<file path="src/logic/scsw_pkg.sv">
// scsw_pkg: constants and carrier types for the system clock source switch
// assumes an apb slave at 10 MHz and oscillator sources sampled as pins
package scsw_pkg;

    // ----------------------------------------------------------------
    // register map (byte addresses)
    // ----------------------------------------------------------------
    localparam logic [7:0] CLK_SEL_CTRL_OFF = 8'h00;
    localparam logic [7:0] TIMER1_CTRL_OFF = 8'h04;
    localparam logic [7:0] OSC_TRIM_OFF = 8'h08;
    localparam logic [7:0] CFG_STATUS_OFF = 8'h0c;

    // ----------------------------------------------------------------
    // field positions
    // ----------------------------------------------------------------
    localparam int IDLE_BIT = 7;
    localparam int FREQ_LSB = 4;
    localparam int PSD_BIT = 3;
    localparam int IFS_BIT = 2;
    localparam int SEC_ACT_BIT = 6;
    localparam int SEC_EN_BIT = 3;
    localparam int LFS_BIT = 7;
    localparam int PLL_BIT = 6;

    // ----------------------------------------------------------------
    // reset values and encodings
    // ----------------------------------------------------------------
    localparam logic [2:0] FREQ_RESET = 3'h4;
    localparam logic [2:0] FREQ_8M = 3'h7;
    localparam logic [2:0] FREQ_4M = 3'h6;
    localparam logic [2:0] FREQ_31K = 3'h0;
    localparam logic [1:0] SRC_PRIMARY = 2'h0;
    localparam logic [1:0] SRC_SECONDARY = 2'h1;
    localparam logic [3:0] CFG_INTERNAL_A = 4'h8;
    localparam logic [3:0] CFG_INTERNAL_B = 4'h9;
    localparam logic [3:0] CFG_XTAL_MAX = 4'h2;

    // ----------------------------------------------------------------
    // timing
    // ----------------------------------------------------------------
    localparam int STARTUP_CYCLES = 1024;
    localparam int OLD_EDGES = 2;
    localparam int NEW_EDGES = 3;
    localparam int STABLE_CYCLES = 8;

    typedef enum logic [1:0] {
        SCSW_RUN = 2'b00,
        SCSW_DRAIN = 2'b01,
        SCSW_FILL = 2'b10
    } scsw_sw_t;

    typedef struct packed {
        logic [31:0] paddr;
        logic psel;
        logic penable;
        logic pwrite;
        logic [31:0] pwdata;
    } scsw_apb_req_t;

    typedef struct packed {
        logic [31:0] prdata;
        logic pready;
        logic pslverr;
    } scsw_apb_rsp_t;

    typedef struct packed {
        logic idle_on_sleep;
        logic [2:0] internal_freq_select;
        logic [1:0] clock_source_select;
        logic secondary_osc_enable;
        logic low_freq_source_select;
        logic freq_multiplier_enable;
        scsw_sw_t sw;
        logic [1:0] cur_src;
        logic [1:0] cur_int_freq;
        logic [2:0] edge_cnt;
        logic [10:0] ost_cnt;
        logic primary_ready;
        logic [3:0] ifs_cnt;
        logic [7:0] div_cnt;
        logic div_clk;
        logic clk_out;
        logic [2:0] prim_sync;
        logic [2:0] sec_sync;
        logic [2:0] fast_sync;
        logic [2:0] slow_sync;
        logic [2:0] tss_sync;
        logic boot_seen;
        logic [31:0] prdata;
    } scsw_state_t;

endpackage

</file>
<file path="src/logic/scsw_clock_switch.sv">
// scsw_clock_switch: device clock source selection with apb registers
// assumes oscillator inputs are asynchronous and slower than pclk / 2
`timescale 1ns/1ps

module scsw_clock_switch (
    input wire logic pclk,
    input wire logic presetn,
    input wire scsw_pkg::scsw_apb_req_t apb_req,
    output scsw_pkg::scsw_apb_rsp_t apb_rsp,
    input wire logic primary_osc,
    input wire logic secondary_osc,
    input wire logic fast_internal_osc,
    input wire logic slow_internal_rc,
    input wire logic [3:0] primary_osc_config,
    input wire logic two_speed_startup_cfg,
    input wire logic sleep_request,
    output logic device_clk,
    output logic watchdog_clk,
    output logic fast_osc_enable,
    output logic secondary_osc_run,
    output logic idle_mode,
    output logic sleep_mode
);
    import scsw_pkg::*;

    scsw_state_t s_ff;
    scsw_state_t nxt_s;

    // ----------------------------------------------------------------
    // decoded helpers
    // ----------------------------------------------------------------
    logic wr_en;
    logic rd_en;
    logic hit;
    logic [7:0] ctrl_rd;
    logic [1:0] req_src;
    logic [1:0] want_src;
    logic new_edge;
    logic old_edge;
    logic src_lvl;
    logic [1:0] want_f;
    logic pll_allowed;
    logic sec_active;
    logic fast_rise;
    logic xtal_mode;
    logic int_sel;

    assign wr_en = apb_req.psel & apb_req.penable & apb_req.pwrite;
    assign rd_en = apb_req.psel & ~apb_req.pwrite & ~apb_req.penable;
    assign hit = apb_req.paddr[7:0] == CLK_SEL_CTRL_OFF ||
        apb_req.paddr[7:0] == TIMER1_CTRL_OFF ||
        apb_req.paddr[7:0] == OSC_TRIM_OFF ||
        apb_req.paddr[7:0] == CFG_STATUS_OFF;
    assign xtal_mode = primary_osc_config <= CFG_XTAL_MAX;
    assign sec_active = secondary_osc_run & (s_ff.cur_src == SRC_SECONDARY) &
        (s_ff.sw == SCSW_RUN);
    assign int_sel = s_ff.cur_src[1];

    function automatic logic src_level(input scsw_state_t st,
                                       input logic [1:0] src);
        logic v;
        v = 1'b0;
        if (src[1]) begin
            v = st.cur_int_freq == 2'h0 ? st.slow_sync[2] : st.div_clk;
        end else if (src[0]) begin
            v = st.sec_sync[2];
        end else begin
            v = st.prim_sync[2];
        end
        return v;
    endfunction

    // whether the frequency field wants the slow rc or the postscaler output
    always_comb begin
        want_f = 2'h1;
        if (s_ff.internal_freq_select == FREQ_31K &&
            !s_ff.low_freq_source_select) begin
            want_f = 2'h0;
        end
    end

    assign pll_allowed = (primary_osc_config == CFG_INTERNAL_A ||
        primary_osc_config == CFG_INTERNAL_B) &&
        (s_ff.internal_freq_select == FREQ_8M ||
        s_ff.internal_freq_select == FREQ_4M);

    // ----------------------------------------------------------------
    // next state
    // ----------------------------------------------------------------
    always_comb begin
        nxt_s = s_ff;
        req_src = 2'h0;
        // the 3-stage chain: bit 2 is the level, bits 2 and 1 give edges; only the strap waits for them to agree
        nxt_s.prim_sync = {s_ff.prim_sync[1:0], primary_osc};
        nxt_s.sec_sync = {s_ff.sec_sync[1:0], secondary_osc};
        nxt_s.fast_sync = {s_ff.fast_sync[1:0], fast_internal_osc};
        nxt_s.slow_sync = {s_ff.slow_sync[1:0], slow_internal_rc};
        nxt_s.tss_sync = {s_ff.tss_sync[1:0], two_speed_startup_cfg};
        fast_rise = (s_ff.fast_sync[2:1] == 2'b10);

        // postscaler from the 8 MHz source, 256 for 31.25 kHz
        if (fast_rise) begin
            nxt_s.div_cnt = s_ff.div_cnt + 8'h01;
        end
        case (s_ff.internal_freq_select)
            3'h7: nxt_s.div_clk = s_ff.fast_sync[2];
            3'h6: nxt_s.div_clk = s_ff.div_cnt[0];
            3'h5: nxt_s.div_clk = s_ff.div_cnt[1];
            3'h4: nxt_s.div_clk = s_ff.div_cnt[2];
            3'h3: nxt_s.div_clk = s_ff.div_cnt[3];
            3'h2: nxt_s.div_clk = s_ff.div_cnt[4];
            3'h1: nxt_s.div_clk = s_ff.div_cnt[5];
            default: nxt_s.div_clk = s_ff.div_cnt[7];
        endcase

        if (!s_ff.boot_seen && s_ff.tss_sync[2] == s_ff.tss_sync[1]) begin
            nxt_s.boot_seen = 1'b1;
            nxt_s.primary_ready = ~s_ff.tss_sync[2];
        end

        // startup count of primary cycles in crystal modes
        if (s_ff.prim_sync[2:1] == 2'b10 && !s_ff.ost_cnt[10]) begin
            nxt_s.ost_cnt = s_ff.ost_cnt + 11'h001;
        end
        if (!xtal_mode || s_ff.ost_cnt[10]) begin
            nxt_s.primary_ready = 1'b1;
        end

        // stable after a few fast edges
        if (!fast_osc_enable) begin
            nxt_s.ifs_cnt = 4'h0;
        end else if (fast_rise && s_ff.ifs_cnt != 4'(STABLE_CYCLES)) begin
            nxt_s.ifs_cnt = s_ff.ifs_cnt + 4'h1;
        end

        // ------------------------------------------------------------
        // register writes
        // ------------------------------------------------------------
        if (wr_en) begin
            case (apb_req.paddr[7:0])
                CLK_SEL_CTRL_OFF: begin
                    nxt_s.idle_on_sleep = apb_req.pwdata[IDLE_BIT];
                    nxt_s.internal_freq_select =
                        apb_req.pwdata[FREQ_LSB +: 3];
                    req_src = apb_req.pwdata[1:0];
                    if (!(req_src == SRC_SECONDARY &&
                          !s_ff.secondary_osc_enable)) begin
                        nxt_s.clock_source_select = req_src;
                    end
                end
                TIMER1_CTRL_OFF: nxt_s.secondary_osc_enable =
                    apb_req.pwdata[SEC_EN_BIT];
                OSC_TRIM_OFF: begin
                    nxt_s.low_freq_source_select = apb_req.pwdata[LFS_BIT];
                    nxt_s.freq_multiplier_enable = apb_req.pwdata[PLL_BIT];
                end
                default: ;
            endcase
        end
        if (!(pll_allowed)) begin
            nxt_s.freq_multiplier_enable = 1'b0;
        end

        // ------------------------------------------------------------
        // glitch-free switch
        // ------------------------------------------------------------
        want_src = s_ff.clock_source_select[1] ? 2'h2 :
            s_ff.clock_source_select;
        src_lvl = src_level(s_ff, s_ff.cur_src);
        old_edge = ~src_lvl & s_ff.clk_out;
        // rising edge of the selected source, seen one cycle ahead
        new_edge = ~src_lvl & src_level(nxt_s, s_ff.cur_src);
        case (s_ff.sw)
            SCSW_RUN: begin
                nxt_s.clk_out = src_lvl;
                nxt_s.cur_int_freq = want_f;
                if (want_src != s_ff.cur_src) begin
                    nxt_s.sw = SCSW_DRAIN;
                    nxt_s.edge_cnt = 3'h0;
                end
            end
            SCSW_DRAIN: begin
                nxt_s.clk_out = src_lvl;
                // two old falling edges then park low
                if (old_edge) begin
                    nxt_s.edge_cnt = s_ff.edge_cnt + 3'h1;
                    if (s_ff.edge_cnt == 3'(OLD_EDGES - 1)) begin
                        nxt_s.clk_out = 1'b0;
                        nxt_s.sw = SCSW_FILL;
                        nxt_s.edge_cnt = 3'h0;
                        nxt_s.cur_src = want_src;
                    end
                end
            end
            SCSW_FILL: begin
                // held low while new source settles
                nxt_s.clk_out = 1'b0;
                // count three rising edges of the new source
                if (new_edge && s_ff.edge_cnt != 3'(NEW_EDGES)) begin
                    nxt_s.edge_cnt = s_ff.edge_cnt + 3'h1;
                end
                if (s_ff.edge_cnt == 3'(NEW_EDGES) && !src_lvl) begin
                    nxt_s.sw = SCSW_RUN;
                end
            end
            default: nxt_s.sw = SCSW_RUN;
        endcase

        // ------------------------------------------------------------
        // read data, captured in setup phase
        // ------------------------------------------------------------
        nxt_s.prdata = 32'h0000_0000;
        if (rd_en) begin
            case (apb_req.paddr[7:0])
                CLK_SEL_CTRL_OFF: nxt_s.prdata = {24'h000000, ctrl_rd};
                TIMER1_CTRL_OFF: nxt_s.prdata = {24'h000000, 1'b0,
                    sec_active, 2'b00, s_ff.secondary_osc_enable, 3'h0};
                OSC_TRIM_OFF: nxt_s.prdata = {24'h000000,
                    s_ff.low_freq_source_select,
                    s_ff.freq_multiplier_enable, 6'h00};
                CFG_STATUS_OFF: nxt_s.prdata = {27'h0000000,
                    s_ff.tss_sync[2], primary_osc_config};
                default: ;
            endcase
        end
    end

    always_comb begin
        ctrl_rd = 8'h00;
        ctrl_rd[IDLE_BIT] = s_ff.idle_on_sleep;
        ctrl_rd[FREQ_LSB +: 3] = s_ff.internal_freq_select;
        ctrl_rd[1:0] = s_ff.clock_source_select;
        ctrl_rd[PSD_BIT] = s_ff.primary_ready & s_ff.sw == SCSW_RUN &
            s_ff.cur_src == SRC_PRIMARY;
        ctrl_rd[IFS_BIT] = int_sel & s_ff.sw == SCSW_RUN &
            s_ff.cur_int_freq != 2'h0 &&
            s_ff.ifs_cnt == 4'(STABLE_CYCLES);
    end

    // ----------------------------------------------------------------
    // registers; constant reset values
    // ----------------------------------------------------------------
    always_ff @(posedge pclk or negedge presetn) begin
        if (!presetn) begin
            s_ff <= '0;
            s_ff.internal_freq_select <= FREQ_RESET;
            s_ff.cur_int_freq <= 2'h1;
            // alternating, so the strap is judged only once it arrived
            s_ff.tss_sync <= 3'h2;
        end else begin
            s_ff <= nxt_s;
        end
    end

    // ----------------------------------------------------------------
    // outputs
    // ----------------------------------------------------------------
    // watchdog always on slow rc
    assign watchdog_clk = s_ff.slow_sync[2];
    // fast oscillator off only when slow rc picked at 000
    assign fast_osc_enable = !(int_sel && s_ff.cur_int_freq == 2'h0);
    // secondary runs whenever enabled, in every mode
    assign secondary_osc_run = s_ff.secondary_osc_enable;
    assign device_clk = s_ff.clk_out;
    assign idle_mode = sleep_request & s_ff.idle_on_sleep;
    assign sleep_mode = sleep_request & ~s_ff.idle_on_sleep;
    assign apb_rsp.prdata = s_ff.prdata;
    assign apb_rsp.pready = 1'b1;
    assign apb_rsp.pslverr = apb_req.psel & apb_req.penable & ~hit;

    // ----------------------------------------------------------------
    // checks
    // ----------------------------------------------------------------
    property p_src_secondary_refused;
        @(posedge pclk) disable iff (!presetn)
        wr_en && apb_req.paddr[7:0] == CLK_SEL_CTRL_OFF &&
        apb_req.pwdata[1:0] == SRC_SECONDARY && !s_ff.secondary_osc_enable
        |=> s_ff.clock_source_select == $past(s_ff.clock_source_select);
    endproperty
    a_src_secondary_refused: assert property (p_src_secondary_refused)
        else $error("secondary selected while disabled");

    property p_flags_exclusive;
        @(posedge pclk) disable iff (!presetn)
        $onehot0({ctrl_rd[PSD_BIT], ctrl_rd[IFS_BIT],
            sec_active});
    endproperty
    a_flags_exclusive: assert property (p_flags_exclusive)
        else $error("more than one status flag set");

    property p_switch_starts;
        @(posedge pclk) disable iff (!presetn)
        s_ff.sw == SCSW_RUN && want_src != s_ff.cur_src |=> s_ff.sw == SCSW_DRAIN;
    endproperty
    a_switch_starts: assert property (p_switch_starts)
        else $error("switch did not start");

    property p_fill_low;
        @(posedge pclk) disable iff (!presetn)
        s_ff.sw == SCSW_FILL |-> !s_ff.clk_out;
    endproperty
    a_fill_low: assert property (p_fill_low)
        else $error("clock not held during switch");

    property p_pll_gate;
        @(posedge pclk) disable iff (!presetn)
        !pll_allowed |=> !s_ff.freq_multiplier_enable;
    endproperty
    a_pll_gate: assert property (p_pll_gate)
        else $error("multiplier enabled when not allowed");

    property p_idle_sleep;
        @(posedge pclk) disable iff (!presetn)
        sleep_request |-> idle_mode == s_ff.idle_on_sleep &&
            sleep_mode == !s_ff.idle_on_sleep;
    endproperty
    a_idle_sleep: assert property (p_idle_sleep)
        else $error("sleep mode decode wrong");

    property p_psd_primary;
        @(posedge pclk) disable iff (!presetn)
        ctrl_rd[PSD_BIT] |-> s_ff.cur_src == SRC_PRIMARY &&
            (s_ff.ost_cnt[10] || !xtal_mode || !s_ff.tss_sync[2]);
    endproperty
    a_psd_primary: assert property (p_psd_primary)
        else $error("startup flag without primary clock");

    property p_drain_to_fill;
        @(posedge pclk) disable iff (!presetn)
        s_ff.sw == SCSW_DRAIN ##1 s_ff.sw == SCSW_FILL |->
            $past(s_ff.edge_cnt) == 3'(OLD_EDGES - 1);
    endproperty
    a_drain_to_fill: assert property (p_drain_to_fill)
        else $error("switch left old source early");

    property p_fill_to_run;
        @(posedge pclk) disable iff (!presetn)
        s_ff.sw == SCSW_FILL ##1 s_ff.sw == SCSW_RUN |->
            $past(s_ff.edge_cnt) == 3'(NEW_EDGES);
    endproperty
    a_fill_to_run: assert property (p_fill_to_run)
        else $error("switch resumed before three new edges");

endmodule // scsw_clock_switch

</file>
<file path="config.mk">
export PLATFORM = sky130hd
export DESIGN_NAME = scsw_clock_switch
export DESIGN_NICKNAME = d
export VERILOG_FILES = /design/src/logic/scsw_pkg.sv /design/src/logic/scsw_clock_switch.sv
export SDC_FILE = /design/constraint.sdc
export NUM_CORES = 1
export LEC_CHECK = 0
export ABC_CLOCK_PERIOD_IN_PS = 4400
export BUFFER_PORTS_ARGS = -buffer_cell sky130_fd_sc_hd__buf_2
export CORE_ASPECT_RATIO = 1.25
export CORE_MARGIN = 3
export CORE_UTILIZATION = 35
export CTS_BUF_LIST = sky130_fd_sc_hd__clkbuf_4
export DETAILED_ROUTE_END_ITERATION = 10
export SLEW_MARGIN = 30
export SYNTH_ARGS = -nofsm -noshare
export SYNTH_HDL_FRONTEND = slang
export SYNTH_SLANG_ARGS = --single-unit
export TNS_END_PERCENT = 5
</file>
<file path="constraint.sdc">
create_clock -name pclk -period 4.4 [get_ports pclk]
set_clock_uncertainty 0.15 [all_clocks]
set_input_delay 1.1 -clock pclk [delete_from_list [all_inputs] [get_ports pclk]]
set_output_delay 1.1 -clock pclk [all_outputs]
set_load 0.005 [all_outputs]
</file>
# Word-level counts from Yosys, hierarchy flattened
# Cells that the tools add are included.
[totals] inputBits=79 word_cells=153 reg_bits=92
[op_classes] n_bitwise=22 muxes=31 eq_ne=32 reduce_logical=40 add_sub_neg=4 n_lt_le_gt_ge=1
[ops] op="8-bit case mux with 4 select lines" n=1
[ops] op="8-bit by 4-bit equality test with 1-bit output, second input constant" n=2
[ops] op="4-bit 2-to-1 mux" n=4
[ops] op="1-bit AND" n=15
[ops] op="1-bit 2-to-1 mux" n=14
[ops] op="3-bit equality test, second input constant" n=4
[ops] op="4-bit equality test, second input constant" n=3
[ops] op="3-bit 2-to-1 mux" n=4
[ops] op="2-bit inequality test, second input constant" n=6
[ops] op="11-bit by 1-bit adder with 11-bit output, second input constant" n=1
[ops] op="1-bit logical AND" n=10
[ops] op="3-bit by 2-bit equality test with 1-bit output, second input constant" n=3
[ops] op="3-bit case mux with 3 select lines" n=1
[ops] op="8-bit by 1-bit adder with 8-bit output, second input constant" n=1
[ops] op="8-bit by 3-bit equality test with 1-bit output, second input constant" n=1
[ops] op="8-bit zero test" n=1
[ops] op="8-bit 2-to-1 mux" n=1
[ops] op="2-bit AND reduction" n=4
[ops] op="4-bit AND reduction" n=2
[ops] op="1-bit zero test" n=7
[ops] op="1-bit NOT" n=7
[ops] op="1-bit case mux with 7 select lines" n=1
[ops] op="2-bit by 1-bit equality test with 1-bit output, second input constant" n=3
[ops] op="2-bit equality test, second input constant" n=3
[ops] op="18 further kinds" n=31

# Depth between registers and ports, before layout
[logic_depth] word_depth=8 depth_mapped=7 ltp_nobuf=7

# Least setup slack after synthesis
# OpenSTA, ideal clock, no wires.
[synth_timing] path_kind="in2out" startpoint="input port apb_req[40] in the netlist's numbering" endpoint="output port apb_rsp[0] in the netlist's numbering" arrival_ns=1.629 cell_stages=3 path_slack_ns=1.521 required_ns=3.150 path_cell_list="nor4_1 -> nand2_1 -> and3_1"
[synth_rtl] item="start, declared" line_no="scsw_clock_switch.sv:8" rtl="input wire scsw_pkg::scsw_apb_req_t apb_req,"
[synth_rtl] item="end, declared" line_no="scsw_clock_switch.sv:9" rtl="output scsw_pkg::scsw_apb_rsp_t apb_rsp,"

==> impl_metrics.json <==
{
  "vias_per_cell": 4.60,
  "seq_area_frac_synth_pct": 50.6,
  "synth_enable_flop_cells": 0,
  "crit_type": "in2out",
  "grt_max_degree": 49,
  "area.growth.synth_to_final_pct": 9.35,
  "power.density_nw_per_um2": 434,
  "postRouteAntennaNets": 0,
  "cts_max_path_buffers": 2,
  "met2_usage_pct": 21.0,
  "num_io_pins": 119,
  "finalCritPeriodShare_pct": 71.1,
  "start_kind": "input pin",
  "grt-ovfl-total": 0,
  "met1_usage_pct": 15.0,
  "clk_pin_slew_worst_paths_ns": 0.09,
  "drive_gt1_share_pct": 23.8,
  "insertion_delay_ns": 0.42,
  "tns_ns": 0,
  "rows": 39,
  "cts_buffers": 9,
  "post_cts_buffers": 0,
  "slew-limit-headroom_pct": 52.2,
  "rsz0062_at_grt": "false",
  "cts_tree": "yes",
  "synth-warning-count": 0,
  "run_status": "complete, no violations",
  "cts-root-buf": "clkbuf_4",
  "cts_resized": 0,
  "top_usage_layer": "met2",
  "post-place-ws_ns": 1.26,
  "tightest_slew_ns": 0.716,
  "core-area_um2": 9170,
  "numPortBuffers": 44,
  "place_congestion": 0.777,
  "initial_core_util_pct": 36.2,
  "finalWirelength_mm": 6.09,
  "fin_nets": 434,
  "yosys_most_used_dff": "dfrtp_1",
  "fmax_ghz": 0.320,
  "grt.total_usage_pct": 12.6,
  "drt_pass1_iterations": 4,
  "die_x_um": 93.1,
  "wl_per_cell_um": 12.9,
  "die_h_um": 115,
  "vias": 2170,
  "antenna_found_initial": 0,
  "synth_seq_cells": 67,
  "cts_max_level": 3,
  "holdCritPathClass": "reg2reg",
  "yosysUniqueCellTypes": 46,
  "crit_arrival_ns": 1.88,
  "crit_slowest_cell": "nor4_1",
  "worstHoldStart": "nxt_s[37]",
  "syn_area_per_cell_um2": 10.9,
  "reg2reg_from": "ctrl_rd[6]",
  "stdcell_area_um2": 3630,
  "endpoint_kind": "output pin",
  "crit_chain": "buf_2, nor4_1, nand2_1, and3_1, buf_2",
  "synth_cells": 305,
  "crit_path_start": "apb_req[40]",
  "irDropWorstVdd_v": 0.000155,
  "period_needed_ns": 3.13,
  "p_leak_nw": 1.73,
  "grt_pass1_wl_mm": 10.4,
  "hold_viol_final": 0,
  "crit_fanout": 3,
  "cts-hold-fix-buffers": 0,
  "dp_hpwl_mm": 4.49,
  "n_antenna_cell": 0,
  "grt_pass1_vias": 2181,
  "cp_data_required_time_ns": 3.15,
  "met3_usage_pct": 3.34,
  "fin_ws_ns": 1.27,
  "netlist_area_um2": 3320,
  "async_flop_share_pct": 100,
  "maxCapViolCount": 0,
  "die_area_um2": 10700,
  "setup_viol": 0,
  "postPlaceCellArea_um2": 3490,
  "cp_slowest_stage_delay_ns": 0.26,
  "drc_errors": 0,
  "critPathMostFrequentCell": "buf_2",
  "finalMaxSlewViolations": 0,
  "drt_iter0_markers": 71,
  "cts.sinks": 67
}
==> area by class of cell <==
| class | instances | area (um^2) |
|---|---|---|
| Clock buffer | 11 | 82.6 |
| Clock inverter | 5 | 53.8 |
| Fill cell | 941 | 5540 |
| Inverter | 10 | 37.5 |
| Multi-Input combinational cell | 210 | 1380 |
| Sequential cell | 67 | 1680 |
| Tap cell | 123 | 154 |
| Timing Repair Buffer | 46 | 238 |
==> power breakdown <==
group / internal (W) / switching [W]
clock: 0.000184 / 0.000218
sequential: 0.000716 / 0.000101
combinational: 0.000174 / 0.000181
total: 0.00107 / 0.000500
==> placed cells by master (no fill, tap or decap), drive strengths merged, types with 7 or more instances in the layout <==
master  instances
a21oi           7
buf            46
clkbuf         11
conb           25
dfrtp          64
ha             11
inv            10
mux2           17
nand2          23
nand3          14
nor2           28
nor2b          10
o21ai           7
xnor2          12
xor2            9
==> kinds of logic (layout without fill, tap and decap cells) <==
logic type,count (synthesis),after routing,synth area share [%]
and+or+nand+nor,99,99,14.9
DFF,67,67,50.6
buffers and inverters,51,72,10.3
AOI/OAI and AO/OA,32,32,6.82
muxes,22,22,7.50
xor gates and xnor gates,21,21,5.54
adders and majority gates,11,11,4.15
other,2,25,0.226
==> synthesized netlist by cell type (all sizes together) (2+ instances only) <==
cell	count	area share, %
conb	2	0.23
a21oi	7	1.1
and2	2	0.38
xnor2	12	3.2
o21ai	7	1.1
nand3	14	2.1
mux2	17	6.0
nor4	2	0.38
nand4	5	0.94
clkbuf	2	0.23
nor2	28	3.2
nand3b	4	0.90
o31ai	3	0.68
dfstp	3	2.4
nand2	23	2.7
and3	3	0.57
mux2i	5	1.5
buf	39	8.9
nor2b	10	1.9
o22a	2	0.53
xor2	9	2.4
ha	11	4.1
nand2b	2	0.38
a32oi	3	0.79
dfrtp	64	48
and4	2	0.53
inv	10	1.1
==> final timing paths <==
path | end | depth (start not counted) | slack (ns)
min | nxt_s[38] | 0 | 0.21
min reg2reg | nxt_s[38] | 0 | 0.21
min in group asynchronous | s_ff[58] | 1 | 0.54
max reg2reg | s_ff[74] | 5 | 2.16
max | apb_rsp[0] | 5 | 1.27
max in group asynchronous | nxt_s[35] | 2 | 2.89
==> layer usage <==
layer / share of wire [%] / routed length [um]
met5: 0 / 0
met4: 2.2 / 136
met3: 3.8 / 234
met2: 50 / 3040
met1: 44 / 2680
==> state kept, by name, indices dropped and copies added, names as in the netlist <==
signal / count
s_ff: 39
nxt_s: 10
apb_rsp: 8
ctrl_rd: 6
device_clk: 1
int_sel: 1
secondary_osc_run: 1
watchdog_clk: 1
==> metrics by stage <==
stage	std cells	total power [W]	util, %	hold slack [ns]
finish	472	0.00157	39.6	0.209
global route	472	0.00169	39.6	0.220
CTS	472	0.00160	39.6	0.212
detailed placement	456	0.00119	38.1	0.187
global placement	456	0.00117	38.1	0.183
floorplan	328	0.00109	-	0.181
==> critical path, delay by kind of cell <==
kind | cells | cell delay, ns
buf+inv | 2 | 0.21
simple gates | 3 | 0.57
No activity file was read; power rests on OpenSTA's default activity.
